<file path="config.mk">
export PLATFORM = sky130hd
export DESIGN_NAME = pcac_ctrl
export DESIGN_NICKNAME = d
export VERILOG_FILES = /design/src/pcac_pkg.sv /design/src/pcac_tick.sv /design/src/pcac_ctrl.sv
export SDC_FILE = /design/constraint.sdc
export NUM_CORES = 1
export LEC_CHECK = 0
export CELL_PAD_IN_SITES_DETAIL_PLACEMENT = 1
export CELL_PAD_IN_SITES_GLOBAL_PLACEMENT = 2
export CORE_MARGIN = 8
export CORE_UTILIZATION = 25
export CTS_CLUSTER_DIAMETER = 150
export CTS_CLUSTER_SIZE = 25
export DETAILED_ROUTE_END_ITERATION = 8
export DONT_BUFFER_PORTS = 1
export GPL_ROUTABILITY_DRIVEN = 0
export PLACE_DENSITY_LB_ADDON = 0.1
export SLEW_MARGIN = 20
export SYNTH_ARGS = -nofsm -noshare
export SYNTH_HDL_FRONTEND = slang
export SYNTH_SLANG_ARGS = --single-unit
</file>
<file path="constraint.sdc">
create_clock -name clk_i -period 1.6 [get_ports clk_i]
set_input_delay 0.24 -clock clk_i [delete_from_list [all_inputs] [get_ports clk_i]]
set_output_delay 0.24 -clock clk_i [all_outputs]
set_load 0.02 [all_outputs]
</file>
<file path="src/pcac_pkg.sv">
// Constants for the counter array control and mode register block.
// Assumes an 8-bit special-function register port on the system clock.
// Function
// Set overflow flag on counter wrap to zero
// Flags cleared only by software writes
// Overflow flag requests interrupt when enabled
// Run bit six starts and stops counter
// Six module flags set by match/capture
// Enabled module flag requests interrupt
// Idle bit seven suspends array in idle
// Watchdog enable resets to one
// Lock bit keeps watchdog enabled until reset
// Timebase select picks counter tick source
// External count input at most quarter rate
// Watchdog enabled freezes other mode bits
// Mode bit four reads zero always
// Control register supports single-bit writes
// Watchdog forces counter run, freezes settings
// Writing one to module 5 flag forces reset
// Counter advances one per selected tick
package pcac_pkg;
  localparam logic [7:0] CTRL_ADDR = 8'hd8;
  localparam logic [7:0] MODE_ADDR = 8'hd9;
  localparam logic [7:0] CTRL_RESET = 8'h00;
  localparam logic [7:0] MODE_RESET = 8'h40;
  localparam int CTRL_OVF_BIT = 7;
  localparam int CTRL_RUN_BIT = 6;
  localparam int CTRL_WDT_FLAG_BIT = 5;
  localparam int MODE_IDLE_BIT = 7;
  localparam int MODE_WDT_EN_BIT = 6;
  localparam int MODE_LOCK_BIT = 5;
  localparam int MODE_UNUSED_BIT = 4;
  localparam int MODE_TB_LSB = 1;
  localparam int MODE_OVF_IE_BIT = 0;
  localparam logic [7:0] MODE_WMASK = 8'hef;
  localparam logic [2:0] TB_DIV12 = 3'h0;
  localparam logic [2:0] TB_DIV4 = 3'h1;
  localparam logic [2:0] TB_TMR0 = 3'h2;
  localparam logic [2:0] TB_ECI = 3'h3;
  localparam logic [2:0] TB_SYS = 3'h4;
  localparam logic [2:0] TB_EXT8 = 3'h5;
  localparam logic [3:0] DIV12_LAST = 4'hb;
  localparam logic [3:0] DIV4_LAST = 4'h3;
  localparam logic [2:0] EXT8_LAST = 3'h7;
  localparam logic [15:0] CNT_MAX = 16'hffff;
endpackage

</file>
<file path="src/pcac_tick.sv">
// Timebase tick generator for the counter array.
// Assumes pin inputs are raw; they are synchronised here.
`timescale 1ns/10ps
module pcac_tick (
  // Clock and reset
  input wire logic clk_i,
  input wire logic sys_rst_i,
  // Control
  input wire logic [2:0] sel_i,
  input wire logic run_i,
  // Sources
  input wire logic tmr0_ovf_i,
  input wire logic ext_count_i,
  input wire logic ext_clk_i,
  // Tick
  output logic tick_o
);
  logic [3:0] div_reg, div_next;
  logic [2:0] ext8_reg, ext8_next;
  logic [2:0] eci_reg, eci_next;
  logic [2:0] ext_reg, ext_next;
  logic tick_reg, tick_next;
  logic eci_fall, ext_rise;

  always_comb
  begin
    eci_next = {eci_reg[1:0], ext_count_i};
    ext_next = {ext_reg[1:0], ext_clk_i};
    // Edges read only the second and third stages
    eci_fall = eci_reg[2] & ~eci_reg[1];
    ext_rise = ext_reg[1] & ~ext_reg[2];
    div_next = div_reg + 4'h1;
    if (div_reg == pcac_pkg::DIV12_LAST)
    begin
      div_next = 4'h0;
    end
    ext8_next = ext_rise ? ext8_reg + 3'h1 : ext8_reg;
    // source selection
    case (sel_i)
      pcac_pkg::TB_DIV12: tick_next = (div_reg == pcac_pkg::DIV12_LAST);
      pcac_pkg::TB_DIV4: tick_next = (div_reg[1:0] == pcac_pkg::DIV4_LAST[1:0]);
      pcac_pkg::TB_TMR0: tick_next = tmr0_ovf_i;
      // relies on slow count input
      pcac_pkg::TB_ECI: tick_next = eci_fall;
      pcac_pkg::TB_SYS: tick_next = 1'b1;
      pcac_pkg::TB_EXT8: tick_next = ext_rise && (ext8_reg == pcac_pkg::EXT8_LAST);
      default: tick_next = 1'b0;
    endcase
    tick_next = tick_next & run_i;
  end

  always_ff @(posedge clk_i or posedge sys_rst_i)
  begin
    if (sys_rst_i)
    begin
      div_reg <= 4'h0;
      ext8_reg <= 3'h0;
      eci_reg <= 3'h7;
      ext_reg <= 3'h0;
      tick_reg <= 1'b0;
    end
    else
    begin
      div_reg <= div_next;
      ext8_reg <= ext8_next;
      eci_reg <= eci_next;
      ext_reg <= ext_next;
      tick_reg <= tick_next;
    end
  end

  assign tick_o = tick_reg;

  // system clock source ticks every cycle while run
  a_sys_tick: assert property (@(posedge clk_i) disable iff (sys_rst_i)
    (sel_i == pcac_pkg::TB_SYS && run_i) |=> tick_o)
    else $error("System clock tick missing");
endmodule // pcac_tick

</file>
<file path="src/pcac_ctrl.sv">
// Counter array control and mode registers with the main counter.
// Assumes a one-cycle special-function register write and read port.
`timescale 1ns/10ps
module pcac_ctrl (
  // Clock and reset
  input wire logic clk_i,
  input wire logic sys_rst_i,
  // Register port
  input wire logic [7:0] sfr_addr_i,
  input wire logic sfr_wr_i,
  input wire logic [7:0] sfr_wdata_i,
  input wire logic sfr_bit_wr_i,
  input wire logic [2:0] sfr_bit_sel_i,
  input wire logic sfr_bit_val_i,
  output logic [7:0] sfr_rdata_o,
  // Module events and enables
  input wire logic [5:0] module_event_i,
  input wire logic [5:0] module_int_en_i,
  // System
  input wire logic cpu_idle_i,
  input wire logic tmr0_ovf_i,
  input wire logic external_count_input_i,
  input wire logic ext_clk_i,
  // Status outputs
  output logic [15:0] count_o,
  output logic watchdog_enable_o,
  output logic irq_o,
  output logic wdt_force_reset_o
);
  logic [7:0] ctrl_reg, ctrl_next;
  logic [7:0] mode_reg, mode_next;
  logic [15:0] cnt_reg, cnt_next;
  logic [7:0] ctrl_wval;
  logic ctrl_wen, mode_wen, tick, run_eff, wdt_en;
  logic suspend;
  logic [7:0] rd_next, rd_reg;
  logic frc_reg, frc_next;

  assign wdt_en = mode_reg[pcac_pkg::MODE_WDT_EN_BIT];
  // idle suspension stops ticks and module flags alike
  assign suspend = cpu_idle_i & mode_reg[pcac_pkg::MODE_IDLE_BIT];
  // watchdog forces run; R7: idle suspend
  assign run_eff = (ctrl_reg[pcac_pkg::CTRL_RUN_BIT] | wdt_en)
    & ~suspend;

  pcac_tick u_tick (
    .clk_i(clk_i),
    .sys_rst_i(sys_rst_i),
    .sel_i(mode_reg[pcac_pkg::MODE_TB_LSB +: 3]),
    .run_i(run_eff),
    .tmr0_ovf_i(tmr0_ovf_i),
    .ext_count_i(external_count_input_i),
    .ext_clk_i(ext_clk_i),
    .tick_o(tick)
  );

  always_comb
  begin
    ctrl_wen = (sfr_addr_i == pcac_pkg::CTRL_ADDR) && (sfr_wr_i || sfr_bit_wr_i);
    mode_wen = (sfr_addr_i == pcac_pkg::MODE_ADDR) && sfr_wr_i;
    // single-bit set and clear
    ctrl_wval = ctrl_reg;
    if (sfr_wr_i)
    begin
      ctrl_wval = sfr_wdata_i;
    end
    else
    begin
      ctrl_wval[sfr_bit_sel_i] = sfr_bit_val_i;
    end
    ctrl_next = ctrl_wen ? ctrl_wval : ctrl_reg;
    // a written one, not a stored flag, forces the reset
    frc_next = 1'b0;
    if (ctrl_wen && wdt_en)
    begin
      if (sfr_wr_i)
      begin
        frc_next = sfr_wdata_i[pcac_pkg::CTRL_WDT_FLAG_BIT];
      end
      else
      begin
        frc_next = (sfr_bit_sel_i == pcac_pkg::CTRL_WDT_FLAG_BIT) && sfr_bit_val_i;
      end
    end
    // one step per tick; R4: run control
    cnt_next = tick ? cnt_reg + 16'h1 : cnt_reg;
    // wrap sets overflow flag, set wins over clear
    if (tick && cnt_reg == pcac_pkg::CNT_MAX)
    begin
      ctrl_next[pcac_pkg::CTRL_OVF_BIT] = 1'b1;
    end
    // module events set flags, set wins
    if (!suspend)
    begin
      ctrl_next[5:0] = ctrl_next[5:0] | module_event_i;
    end
    mode_next = mode_reg;
    if (mode_wen)
    begin
      if (wdt_en)
      begin
        // only the enable may change; R9: lock refuses its clear
        mode_next[pcac_pkg::MODE_WDT_EN_BIT] = sfr_wdata_i[pcac_pkg::MODE_WDT_EN_BIT]
          | mode_reg[pcac_pkg::MODE_LOCK_BIT];
      end
      else
      begin
        // bit four never stored
        mode_next = sfr_wdata_i & pcac_pkg::MODE_WMASK;
        // Setting lock also enables the watchdog
        if (sfr_wdata_i[pcac_pkg::MODE_LOCK_BIT])
        begin
          mode_next[pcac_pkg::MODE_WDT_EN_BIT] = 1'b1;
        end
      end
    end
    case (sfr_addr_i)
      pcac_pkg::CTRL_ADDR: rd_next = ctrl_next;
      pcac_pkg::MODE_ADDR: rd_next = mode_next;
      default: rd_next = 8'h00;
    endcase
  end

  always_ff @(posedge clk_i or posedge sys_rst_i)
  begin
    if (sys_rst_i)
    begin
      // watchdog on after reset
      ctrl_reg <= pcac_pkg::CTRL_RESET;
      mode_reg <= pcac_pkg::MODE_RESET;
      cnt_reg <= 16'h0000;
      rd_reg <= 8'h00;
      frc_reg <= 1'b0;
    end
    else
    begin
      ctrl_reg <= ctrl_next;
      mode_reg <= mode_next;
      cnt_reg <= cnt_next;
      rd_reg <= rd_next;
      frc_reg <= frc_next;
    end
  end

  assign sfr_rdata_o = rd_reg;
  assign count_o = cnt_reg;
  assign watchdog_enable_o = wdt_en;
  assign wdt_force_reset_o = frc_reg;
  // overflow request; R6: module requests
  assign irq_o = (ctrl_reg[pcac_pkg::CTRL_OVF_BIT] & mode_reg[pcac_pkg::MODE_OVF_IE_BIT])
    | (|(ctrl_reg[5:0] & module_int_en_i));

  // Flags and interrupt request
  a_ovf_set: assert property (@(posedge clk_i) disable iff (sys_rst_i)
    (tick && cnt_reg == pcac_pkg::CNT_MAX) |=> ctrl_reg[7] && cnt_reg == 16'h0)
    else $error("Overflow flag not set on wrap");
  a_flag_hold: assert property (@(posedge clk_i) disable iff (sys_rst_i)
    (ctrl_reg[7] && !ctrl_wen) |=> ctrl_reg[7])
    else $error("Overflow flag cleared by hardware");
  a_ovf_irq: assert property (@(posedge clk_i) disable iff (sys_rst_i)
    (ctrl_reg[7] && mode_reg[0]) |-> irq_o)
    else $error("Overflow interrupt missing");
  a_irq_quiet: assert property (@(posedge clk_i) disable iff (sys_rst_i)
    (!ctrl_reg[7] && ctrl_reg[5:0] == 6'h00) |-> !irq_o)
    else $error("Interrupt without a set flag");
  a_mod_flag: assert property (@(posedge clk_i) disable iff (sys_rst_i)
    (module_event_i[0] && !mode_reg[7]) |=> ctrl_reg[0])
    else $error("Module flag not set");
  a_mod_irq: assert property (@(posedge clk_i) disable iff (sys_rst_i)
    (ctrl_reg[1] && module_int_en_i[1]) |-> irq_o)
    else $error("Module interrupt missing");
  a_idle_flags: assert property (@(posedge clk_i) disable iff (sys_rst_i)
    (cpu_idle_i && mode_reg[7] && module_event_i[0] && !ctrl_reg[0] && !ctrl_wen)
    |=> !ctrl_reg[0])
    else $error("Module flag set while suspended");

  // Counter
  a_cnt_stop: assert property (@(posedge clk_i) disable iff (sys_rst_i)
    (!ctrl_reg[6] && !wdt_en) [*3] |=> $stable(cnt_reg))
    else $error("Counter moved while stopped");
  a_run_bit: assert property (@(posedge clk_i) disable iff (sys_rst_i)
    (sfr_wr_i && sfr_addr_i == pcac_pkg::CTRL_ADDR)
    |=> ctrl_reg[6] == $past(sfr_wdata_i[6]))
    else $error("Run bit not written");
  a_bit_wr: assert property (@(posedge clk_i) disable iff (sys_rst_i)
    (sfr_bit_wr_i && !sfr_wr_i && sfr_addr_i == pcac_pkg::CTRL_ADDR && sfr_bit_sel_i == 3'h6)
    |=> ctrl_reg[6] == $past(sfr_bit_val_i))
    else $error("Single-bit write missed");
  a_cnt_step: assert property (@(posedge clk_i) disable iff (sys_rst_i)
    (cnt_reg != $past(cnt_reg)) |-> cnt_reg == $past(cnt_reg) + 16'h1)
    else $error("Counter skipped a value");
  a_idle_stop: assert property (@(posedge clk_i) disable iff (sys_rst_i)
    (cpu_idle_i && mode_reg[7]) [*2] |=> $stable(cnt_reg))
    else $error("Counter ran in idle");
  a_wdt_run: assert property (@(posedge clk_i) disable iff (sys_rst_i)
    (wdt_en && !cpu_idle_i && mode_reg[3:1] == 3'h4) |=> ##1 (cnt_reg != $past(cnt_reg)))
    else $error("Watchdog did not force run");

  // Mode register and watchdog
  a_lock_hold: assert property (@(posedge clk_i) disable iff (sys_rst_i)
    mode_reg[5] |=> mode_reg[6])
    else $error("Locked watchdog disabled");
  a_wdt_off: assert property (@(posedge clk_i) disable iff (sys_rst_i)
    (mode_wen && wdt_en && !mode_reg[5] && !sfr_wdata_i[6]) |=> !wdt_en)
    else $error("Unlocked watchdog not disabled");
  a_mode_frozen: assert property (@(posedge clk_i) disable iff (sys_rst_i)
    wdt_en |=> $stable(mode_reg[4:0]) && $stable(mode_reg[7]))
    else $error("Mode bits changed while watchdog on");
  a_bit4_zero: assert property (@(posedge clk_i) disable iff (sys_rst_i)
    !mode_reg[4])
    else $error("Unused mode bit set");
  a_force_rst: assert property (@(posedge clk_i) disable iff (sys_rst_i)
    (wdt_en && sfr_wr_i && sfr_addr_i == pcac_pkg::CTRL_ADDR && sfr_wdata_i[5])
    |=> wdt_force_reset_o)
    else $error("Watchdog force reset missing");
  a_force_only: assert property (@(posedge clk_i) disable iff (sys_rst_i)
    (!wdt_en || !ctrl_wen || (sfr_bit_wr_i && !sfr_wr_i && sfr_bit_sel_i != 3'h5))
    |=> !wdt_force_reset_o)
    else $error("Watchdog reset forced without a flag write");

  c_wrap: cover property (@(posedge clk_i) tick && cnt_reg == 16'hffff);
  c_wdt_off: cover property (@(posedge clk_i) wdt_en ##1 !wdt_en);
  c_irq: cover property (@(posedge clk_i) irq_o);
  c_force: cover property (@(posedge clk_i) wdt_force_reset_o);
  c_idle: cover property (@(posedge clk_i) suspend && module_event_i[0]);
endmodule // pcac_ctrl

</file>
==> results of run 1 <==
[metal layers]
metal,vias to the layer above,part of all wire
met1,1010,0.46
met2,45,0.46
li1,954,-
met4,0,0.011
met5,-,0
met3,7,0.065
[worst paths after layout]
| check | startpoint | endpoint | slack (ns) |
|---|---|---|---|
| max | ctrl_reg[5] | irq_o | 0.07 |
| min | sfr_addr_i[0] | mode_reg[6] | 0.01 |
| max reg2reg | count_o[0] | sfr_rdata_o[7] | 0.09 |
| min reg2reg | u_tick.eci_reg[0] | u_tick.eci_reg[1] | 0.37 |
| max in group asynchronous | sys_rst_i | mode_reg[6] | 0.87 |
| min in group asynchronous | sys_rst_i | u_tick.div_reg[0] | 0.42 |
[repair_timing]
action,CTS,global route
resized for setup,1,2
pin swaps,1,2
hold buffers,4,0
buffers inserted,0,1
hold endpoints to repair,55,0
endpoints found under the setup margin,7,2
[power breakdown]
| group | internal (uW) | total, uW | leakage (uW) | switching [uW] |
|---|---|---|---|---|
| Combinational | 260 | 587 | 0.000716 | 327 |
| Sequential | 1500 | 1570 | 0.000691 | 66.1 |
| Clock | 324 | 867 | 0.0000463 | 543 |
[final cells by class]
type	count	area, sq um
clock buffers	5	68.82
clock inverters	3	27.53
fillers	1212	7545
inverters	6	22.52
multi-input cells	178	1310
flip-flops and latches	55	1381
well taps	140	175.2
repair buffers	32	262.8
[worst max-delay path: stages, from the launching register on]
cell and delay, ns:
dfrtp_1 0.44, a222oi_1 0.32, nand3_2 0.20
[metrics by stage]
step | worst slack [ns] | cell area, sq um
final | 0.07076 | 3248
after global routing | -0.01212 | 3248
after CTS | 0.0002265 | 3231
after detailed placement | -0.04230 | 3089
after global placement | -0.01153 | 3089
after floorplan | -0.03013 | 2758
[synth_stat cells (3+ instances only)]
cell,instances,area (sq um)
nand3b_1,4,30.03
dfrtp_1,51,1276
mux2i_1,11,110.1
o31a_1,5,43.79
xor2_1,8,70.07
nand2_1,25,93.84
a41oi_1,3,26.28
nor2_1,13,48.80
nand4_1,4,25.02
o21ai_0,11,55.05
and4_1,4,35.03
nor3b_1,3,22.52
inv_1,6,22.52
a21o_1,3,22.52
a221o_1,5,50.05
mux2_2,6,67.56
clkbuf_1,7,26.28
dfstp_2,4,105.1
xnor2_1,9,78.83
ha_1,4,50.05
and3b_1,3,26.28
mux2_4,6,90.09
a21oi_1,7,35.03
nand3_1,8,40.04
and2_1,7,43.79
[kinds of logic after synthesis]
kind of cell,Yosys count,share of synthesized area
AND/OR/NAND/NOR,86,0.1729
flip-flops,55,0.5009
AO/OA/AOI/OAI,48,0.1275
multiplexers,23,0.09710
XOR/XNOR,17,0.05400
buffers and inverters,17,0.02949
adder cells (fa/ha/maj),4,0.01815
==> flow_metrics.tcl, run 1 <==
set metrics [dict create \
    cp_max_fo 2 \
    path_clk_slew_ns 0.12 \
    final_cells 419 \
    cts_buffer_depth 2 \
    final_common_cell "dfrtp_1" \
    antenna_left 0 \
    status "finished, final reports clean" \
    syn_area_sq_mm 0.002758 \
    largest_reg_flops 16 \
    antenna_found_initial 0 \
    layout.nets 322 \
    synth-edff-count 0 \
    leakage_uw 0.001453 \
    cts-buffers-inserted 5 \
    die_x_um 121.0 \
    met3_usage 0.04281 \
    slew_violations 0 \
    grt_pass1_vias 2218 \
    drive_above_1_share 0.2151 \
    tritoncts "yes" \
    use_met1 0.1548 \
    grt_max_degree 56 \
    wl_mm 8.457 \
    ys_ff_latch 55 \
    coreArea_sq_mm 0.01079 \
    final_cell_mix "dfrtp_1 (51), buf_4 (27), nand2_1 (25)" \
    wl_per_cell_um 20.18 \
    dp.cells 406 \
    via_per_inst 4.811 \
    syn_inst 250 \
    max_freq_mhz 653.9 \
    hold_path_class "in -> reg" \
    vias 2016 \
    post-route-util 0.3010 \
    p_total_uw 3023 \
    grt_pass1_wl_mm 13.37 \
    ir_drop_uv 383.4 \
    track_usage 0.1196 \
    portBuffers 0 \
    first_iter_violations 84 \
    reg2reg_depth 5 \
    worstPathRequired_ns 1.36 \
    slew-limit-headroom 0.6867 \
    dieHeight_um 121.0 \
    grt_remaining_overflow 0 \
    start_util 0.2555 \
    period_share 0.9558 \
    cp-start-kind "flip-flop" \
    fin_crit_ns 1.529 \
    whs_ns 0.01112 \
    drv_cap 0 \
    drt-pass1-iter-count 4 \
    ys_warn_count 0 \
    drc 0 \
    syn_avg_cell_area_sq_um 11.03 \
    cts_root_buf "clkbuf_8" \
    cts.sinks 55 \
    critPathCaptureType "output pin" \
    setup_viol 0 \
    syn_nets 294 \
    async_flop_share 1.000 \
    antennaDiodeCount 0 \
    ys_seq_area_frac 0.5009 \
    busiest_layer "met2" \
    pin_count 67 \
    path_class "reg -> out" \
    arrival_ns 1.29 \
    hold_depth 1 \
    hold_viol 0 \
    h-tree-depth 2 \
    synthToLayoutAreaGrowth_pct 17.79 \
    ys_types 49 \
    rows 38 \
    clock_latency_ns 0.32 \
    tns_ns 0 \
    globalRouteMet2Util 0.1838 \
    p_per_area_mw_per_mm2 930.7 \
    finClkSkew_ns 0.01524 \
    rsz0062_at_grt "true" \
    ys.flop_type "dfrtp_1" \
    hpwl_mm 6.273 \
    worst_slew_pin_slew_ns 0.4640 \
    dieArea_sq_mm 0.01465 \
]
Power figures use the tool's default switching activity.
==> run 2: changes to the inputs <==
--- a/config.mk
+++ b/config.mk
@@ -7,6 +7,7 @@
 export LEC_CHECK = 0
 export CELL_PAD_IN_SITES_DETAIL_PLACEMENT = 1
 export CELL_PAD_IN_SITES_GLOBAL_PLACEMENT = 2
+export CORE_ASPECT_RATIO = 1.25
 export CORE_MARGIN = 8
 export CORE_UTILIZATION = 25
 export CTS_CLUSTER_DIAMETER = 150
==> flow_metrics.tcl, run 2 (synthesis gave the netlist of run 1 again) <==
set metrics [dict create \
    clock_latency_ns 0.30 \
    vias 2033 \
    hpwl_mm 6.542 \
    drc 0 \
    cts_root_buf "clkbuf_16" \
    coreArea_sq_mm 0.01092 \
    start_util 0.2525 \
    rows 43 \
    cts-buffers-inserted 5 \
    min_to "mode_reg[6]" \
    placed_area_sq_mm 0.003090 \
    tritoncts "yes" \
    leakage_uw 0.001477 \
    p_total_uw 3297 \
    cts_setup_buffers 0 \
    worst_slew_pin_slew_ns 0.4167 \
    critPathCaptureType "output pin" \
    wl_mm 8.723 \
    worstPathRequired_ns 1.36 \
    setup_viol 0 \
    stdcell_area_sq_mm 0.003289 \
    pin_count 67 \
    dieHeight_um 133.4 \
    arrival_ns 1.31 \
    grt_max_degree 56 \
    min_from "sfr_addr_i[0]" \
    via_per_inst 4.923 \
    grt_pass1_vias 2331 \
    cts.sinks 55 \
    cp-start-kind "flip-flop" \
    layout.nets 321 \
    cp_max_fo 2 \
    timing.rr.end "sfr_rdata_o[7]" \
    hold_depth 1 \
    fin_crit_ns 1.554 \
    largest_reg_flops 16 \
    die_x_um 109.9 \
    slew_violations 0 \
    drt-pass1-iter-count 4 \
    slew-limit-headroom 0.7187 \
    grt_remaining_overflow 0 \
    final_cell_mix "dfrtp_1 (51), buf_4 (27), nand2_1 (25)" \
    drv_cap 0 \
    path_clk_slew_ns 0.08 \
    tns_ns 0 \
    antenna_left 0 \
    cts_buffer_depth 2 \
    post-route-util 0.3012 \
    hold_path_class "in -> reg" \
    max_freq_mhz 643.4 \
    antennaDiodeCount 0 \
    synthToLayoutAreaGrowth_pct 19.28 \
    h-tree-depth 2 \
    portBuffers 0 \
    period_share 0.9714 \
    reg2reg_depth 5 \
    ir_drop_uv 509.3 \
    whs_ns 0.02159 \
    rrSetupSlack_ns 0.07 \
    reg2reg_from "count_o[0]" \
    path_class "reg -> out" \
    dieArea_sq_mm 0.01467 \
    first_iter_violations 77 \
    antenna_found_initial 0 \
    status "finished, final reports clean" \
    final_common_cell "dfrtp_1" \
    track_usage 0.1270 \
    wl_per_cell_um 21.12 \
    hold_viol 0 \
    p_per_area_mw_per_mm2 1002 \
    finClkSkew_ns 0.009971 \
    rsz0062_at_grt "true" \
    drive_above_1_share 0.2194 \
    grt_pass1_wl_mm 14.05 \
]
[run 2: cell count changes in the layout (fill, tap and decap cells not counted), sizes merged]
cell	before	now
inv	7	6
dlygate4sd3	4	3
clkinv	1	2
[run 2: through the flow]
stage | std cells | setup slack, ns
6_report | 413 | 0.04579
5_1_grt | 413 | -0.04307
4_1_cts | 413 | 0.01159
3_5_place_dp | 402 | -0.01420
3_3_place_gp | 402 | -0.009583
2_1_floorplan | 250 | -0.03013
[run 2: repair_timing]
item | 4_1_cts | 5_1_grt
hold buffers | 3 | 0
pin swaps | 0 | 2
resized for setup | 1 | 4
setup endpoints to repair | 2 | 10
endpoints found under the hold margin | 53 | 0
[run 2: cell type report]
type	instances	area, sq um
inverters	6	22.52
fillers	1229	7632
clock inverters	3	25.02
clock buffers	5	125.1
multi-input cells	178	1314
well taps	135	168.9
repair buffers	31	252.7
flip-flops and latches	55	1381
[run 2: power breakdown]
group / internal [uW] / switching (uW)
Combinational: 260 / 327
Sequential: 1500 / 64.8
Clock: 588 / 554
[run 2: critical path, stage by stage (launching register included)]
cell and delay [ns]:
dfrtp_1 0.42, a222oi_1 0.39, nand3_2 0.20
[run 2: worst max-delay path by stage]
stage                     endpoint           from  cells past startpoint
floorplan           sfr_rdata_o[7]     count_o[0]                      5
global placement       mode_reg[2]  sfr_addr_i[5]                      4
detailed placement  sfr_rdata_o[6]  sfr_addr_i[1]                      4
CTS                 sfr_rdata_o[7]     count_o[0]                      5
global route                 irq_o    ctrl_reg[2]                      2
finish                       irq_o    ctrl_reg[5]                      2
[run 2: layer usage]
metal | GRT usage | wire length, um | vias up
met5 | 0 | 0 | -
met4 | 0.04289 | 127 | 0
met3 | 0.03287 | 529 | 6
met2 | 0.2099 | 4401 | 48
met1 | 0.1538 | 3664 | 1026
li1 | - | - | 953
==> run 3: changes to the inputs <==
==> constraint.sdc (replaced) <==
create_clock -name clk_i -period 1.6 [get_ports clk_i]
set_input_delay 0.32 -clock clk_i [delete_from_list [all_inputs] [get_ports clk_i]]
set_output_delay 0.32 -clock clk_i [all_outputs]
set_load 0.02 [all_outputs]
==> flow_metrics.tcl, run 3 (synthesis gave the netlist of run 1 again) <==
set metrics [dict create \
    status "complete, but fails checks" \
    violations "setup timing" \
    max_stage_delay_ns 0.48 \
    max_freq_mhz 564.4 \
    drc 0 \
    placed_area_sq_mm 0.003118 \
    wl_per_cell_um 20.53 \
    whs_ns 0.04705 \
    stdcell_area_sq_mm 0.003293 \
    period_share 1.107 \
    arrival_ns 1.45 \
    ff_latch_area_sq_mm 0.001383 \
    cts.sinks 55 \
    vias 2045 \
    cts_root_buf "clkbuf_16" \
    min_from "ext_clk_i" \
    worst_slew_pin_slew_ns 0.5267 \
    fin_ws_ns -0.1717 \
    antenna_left 0 \
    cts_setup_buffers 0 \
    grt_max_degree 23 \
    drt-pass1-iter-count 6 \
    rsz0062_at_grt "true" \
    crit_slowest_cell "a222oi_1" \
    final_common_cell "dfrtp_1" \
    worstPathRequired_ns 1.28 \
    slew-limit-headroom 0.6481 \
    path_class "reg -> out" \
    via_per_inst 4.928 \
    drv_cap 0 \
    cp_num_buf_inv 0 \
    startpoint "ctrl_reg[2]" \
    cp_cell_sequence "a222oi_1 > nand3_2" \
    track_usage 0.1204 \
    ir_drop_uv 367.5 \
    grt_pass1_vias 2241 \
    fillers 1226 \
    dieArea_sq_mm 0.01467 \
    pin_count 67 \
    grt_remaining_overflow 0 \
    drive_above_1_share 0.2286 \
    cp_top_family "compound AO/OA/AOI/OAI gates" \
    wl_mm 8.520 \
    cts_buffer_depth 2 \
    start_util 0.2525 \
    antenna_found_initial 0 \
    post-route-util 0.3015 \
    rows 43 \
    first_iter_violations 57 \
    final_cell_mix "dfrtp_1 (50), buf_4 (30), nand2_1 (25)" \
    portBuffers 0 \
    largest_reg_flops 16 \
    fin_crit_ns 1.772 \
    dieHeight_um 133.4 \
    finClkSkew_ns 0.005675 \
    hold_viol 0 \
    tritoncts "yes" \
    cp_max_fo 4 \
    die_x_um 109.9 \
    cts-buffers-inserted 5 \
    p_per_area_mw_per_mm2 982.9 \
    clock_latency_ns 0.29 \
    multiInputGateArea_sq_mm 0.001310 \
    coreArea_sq_mm 0.01092 \
    setup_viol 1 \
    path_clk_slew_ns 0.07 \
    leakage_uw 0.001485 \
    reg2reg_from "mode_reg[6]" \
    cp-start-kind "flip-flop" \
    layout.nets 323 \
    hpwl_mm 6.611 \
    dp_slack_ns -0.2369 \
    antennaDiodeCount 0 \
    h-tree-depth 2 \
    critPathCaptureType "output pin" \
    hold_path_class "in -> reg" \
    synthToLayoutAreaGrowth_pct 19.42 \
    slew_violations 0 \
    grt_pass1_wl_mm 13.43 \
]
-- run 3: changes by cell type in the layout (fill, tap and decap cells not counted), sizes merged --
cell / delta
buf: +3
clkinv: +1
inv: -1
dlygate4sd3: -1
-- run 3: path summary, 6_finish.rpt --
kind / endpoint / slack, ns / cells after the start
max in group asynchronous: u_tick.ext_reg[2] / 0.49 / 3
worst max-delay path: irq_o / -0.17 / 2
worst min register to register: u_tick.eci_reg[1] / 0.36 / 0
min in group asynchronous: count_o[2] / 0.54 / 2
worst max register to register: mode_reg[1] / 0.06 / 4
worst min-delay path: u_tick.ext_reg[0] / 0.05 / 0
-- run 3: final cells by class --
class	count	share of cell area
flip-flops and latches	55	0.4198
repair buffers	33	0.08055
clock buffers	5	0.03799
clock inverters	3	0.004559
multi-input cells	178	0.3978
well taps	135	0.05129
inverters	6	0.007979
-- run 3: timing repair --
action,CTS,global route
resized for setup,2,4
setup endpoints to repair,3,5
hold buffers,1,1
hold endpoints to repair,17,1
pin swaps,0,1
-- run 3: metrics by stage --
step / setup TNS (ns) / instances / total power (uW)
detailed placement: -0.3126 / 405 / 2200
global route: -0.1845 / 415 / 3455
global placement: -0.2679 / 405 / 2190
CTS: -0.1312 / 414 / 3314
floorplan: -0.05650 / 250 / 1977
finish: -0.1717 / 415 / 3237
-- run 3: report_power, final --
part / internal (uW) / switching (uW)
Sequential: 1510 / 64.8
Combinational: 262 / 325
Clock: 573 / 505
-- run 3: metal layers --
layer	global-route usage	vias to the layer above	wire (um)
li1	-	959	-
met1	0.1441	1019	3568
met5	0	-	0
met3	0.03238	7	560
met4	0.04138	0	119
met2	0.1999	60	4272
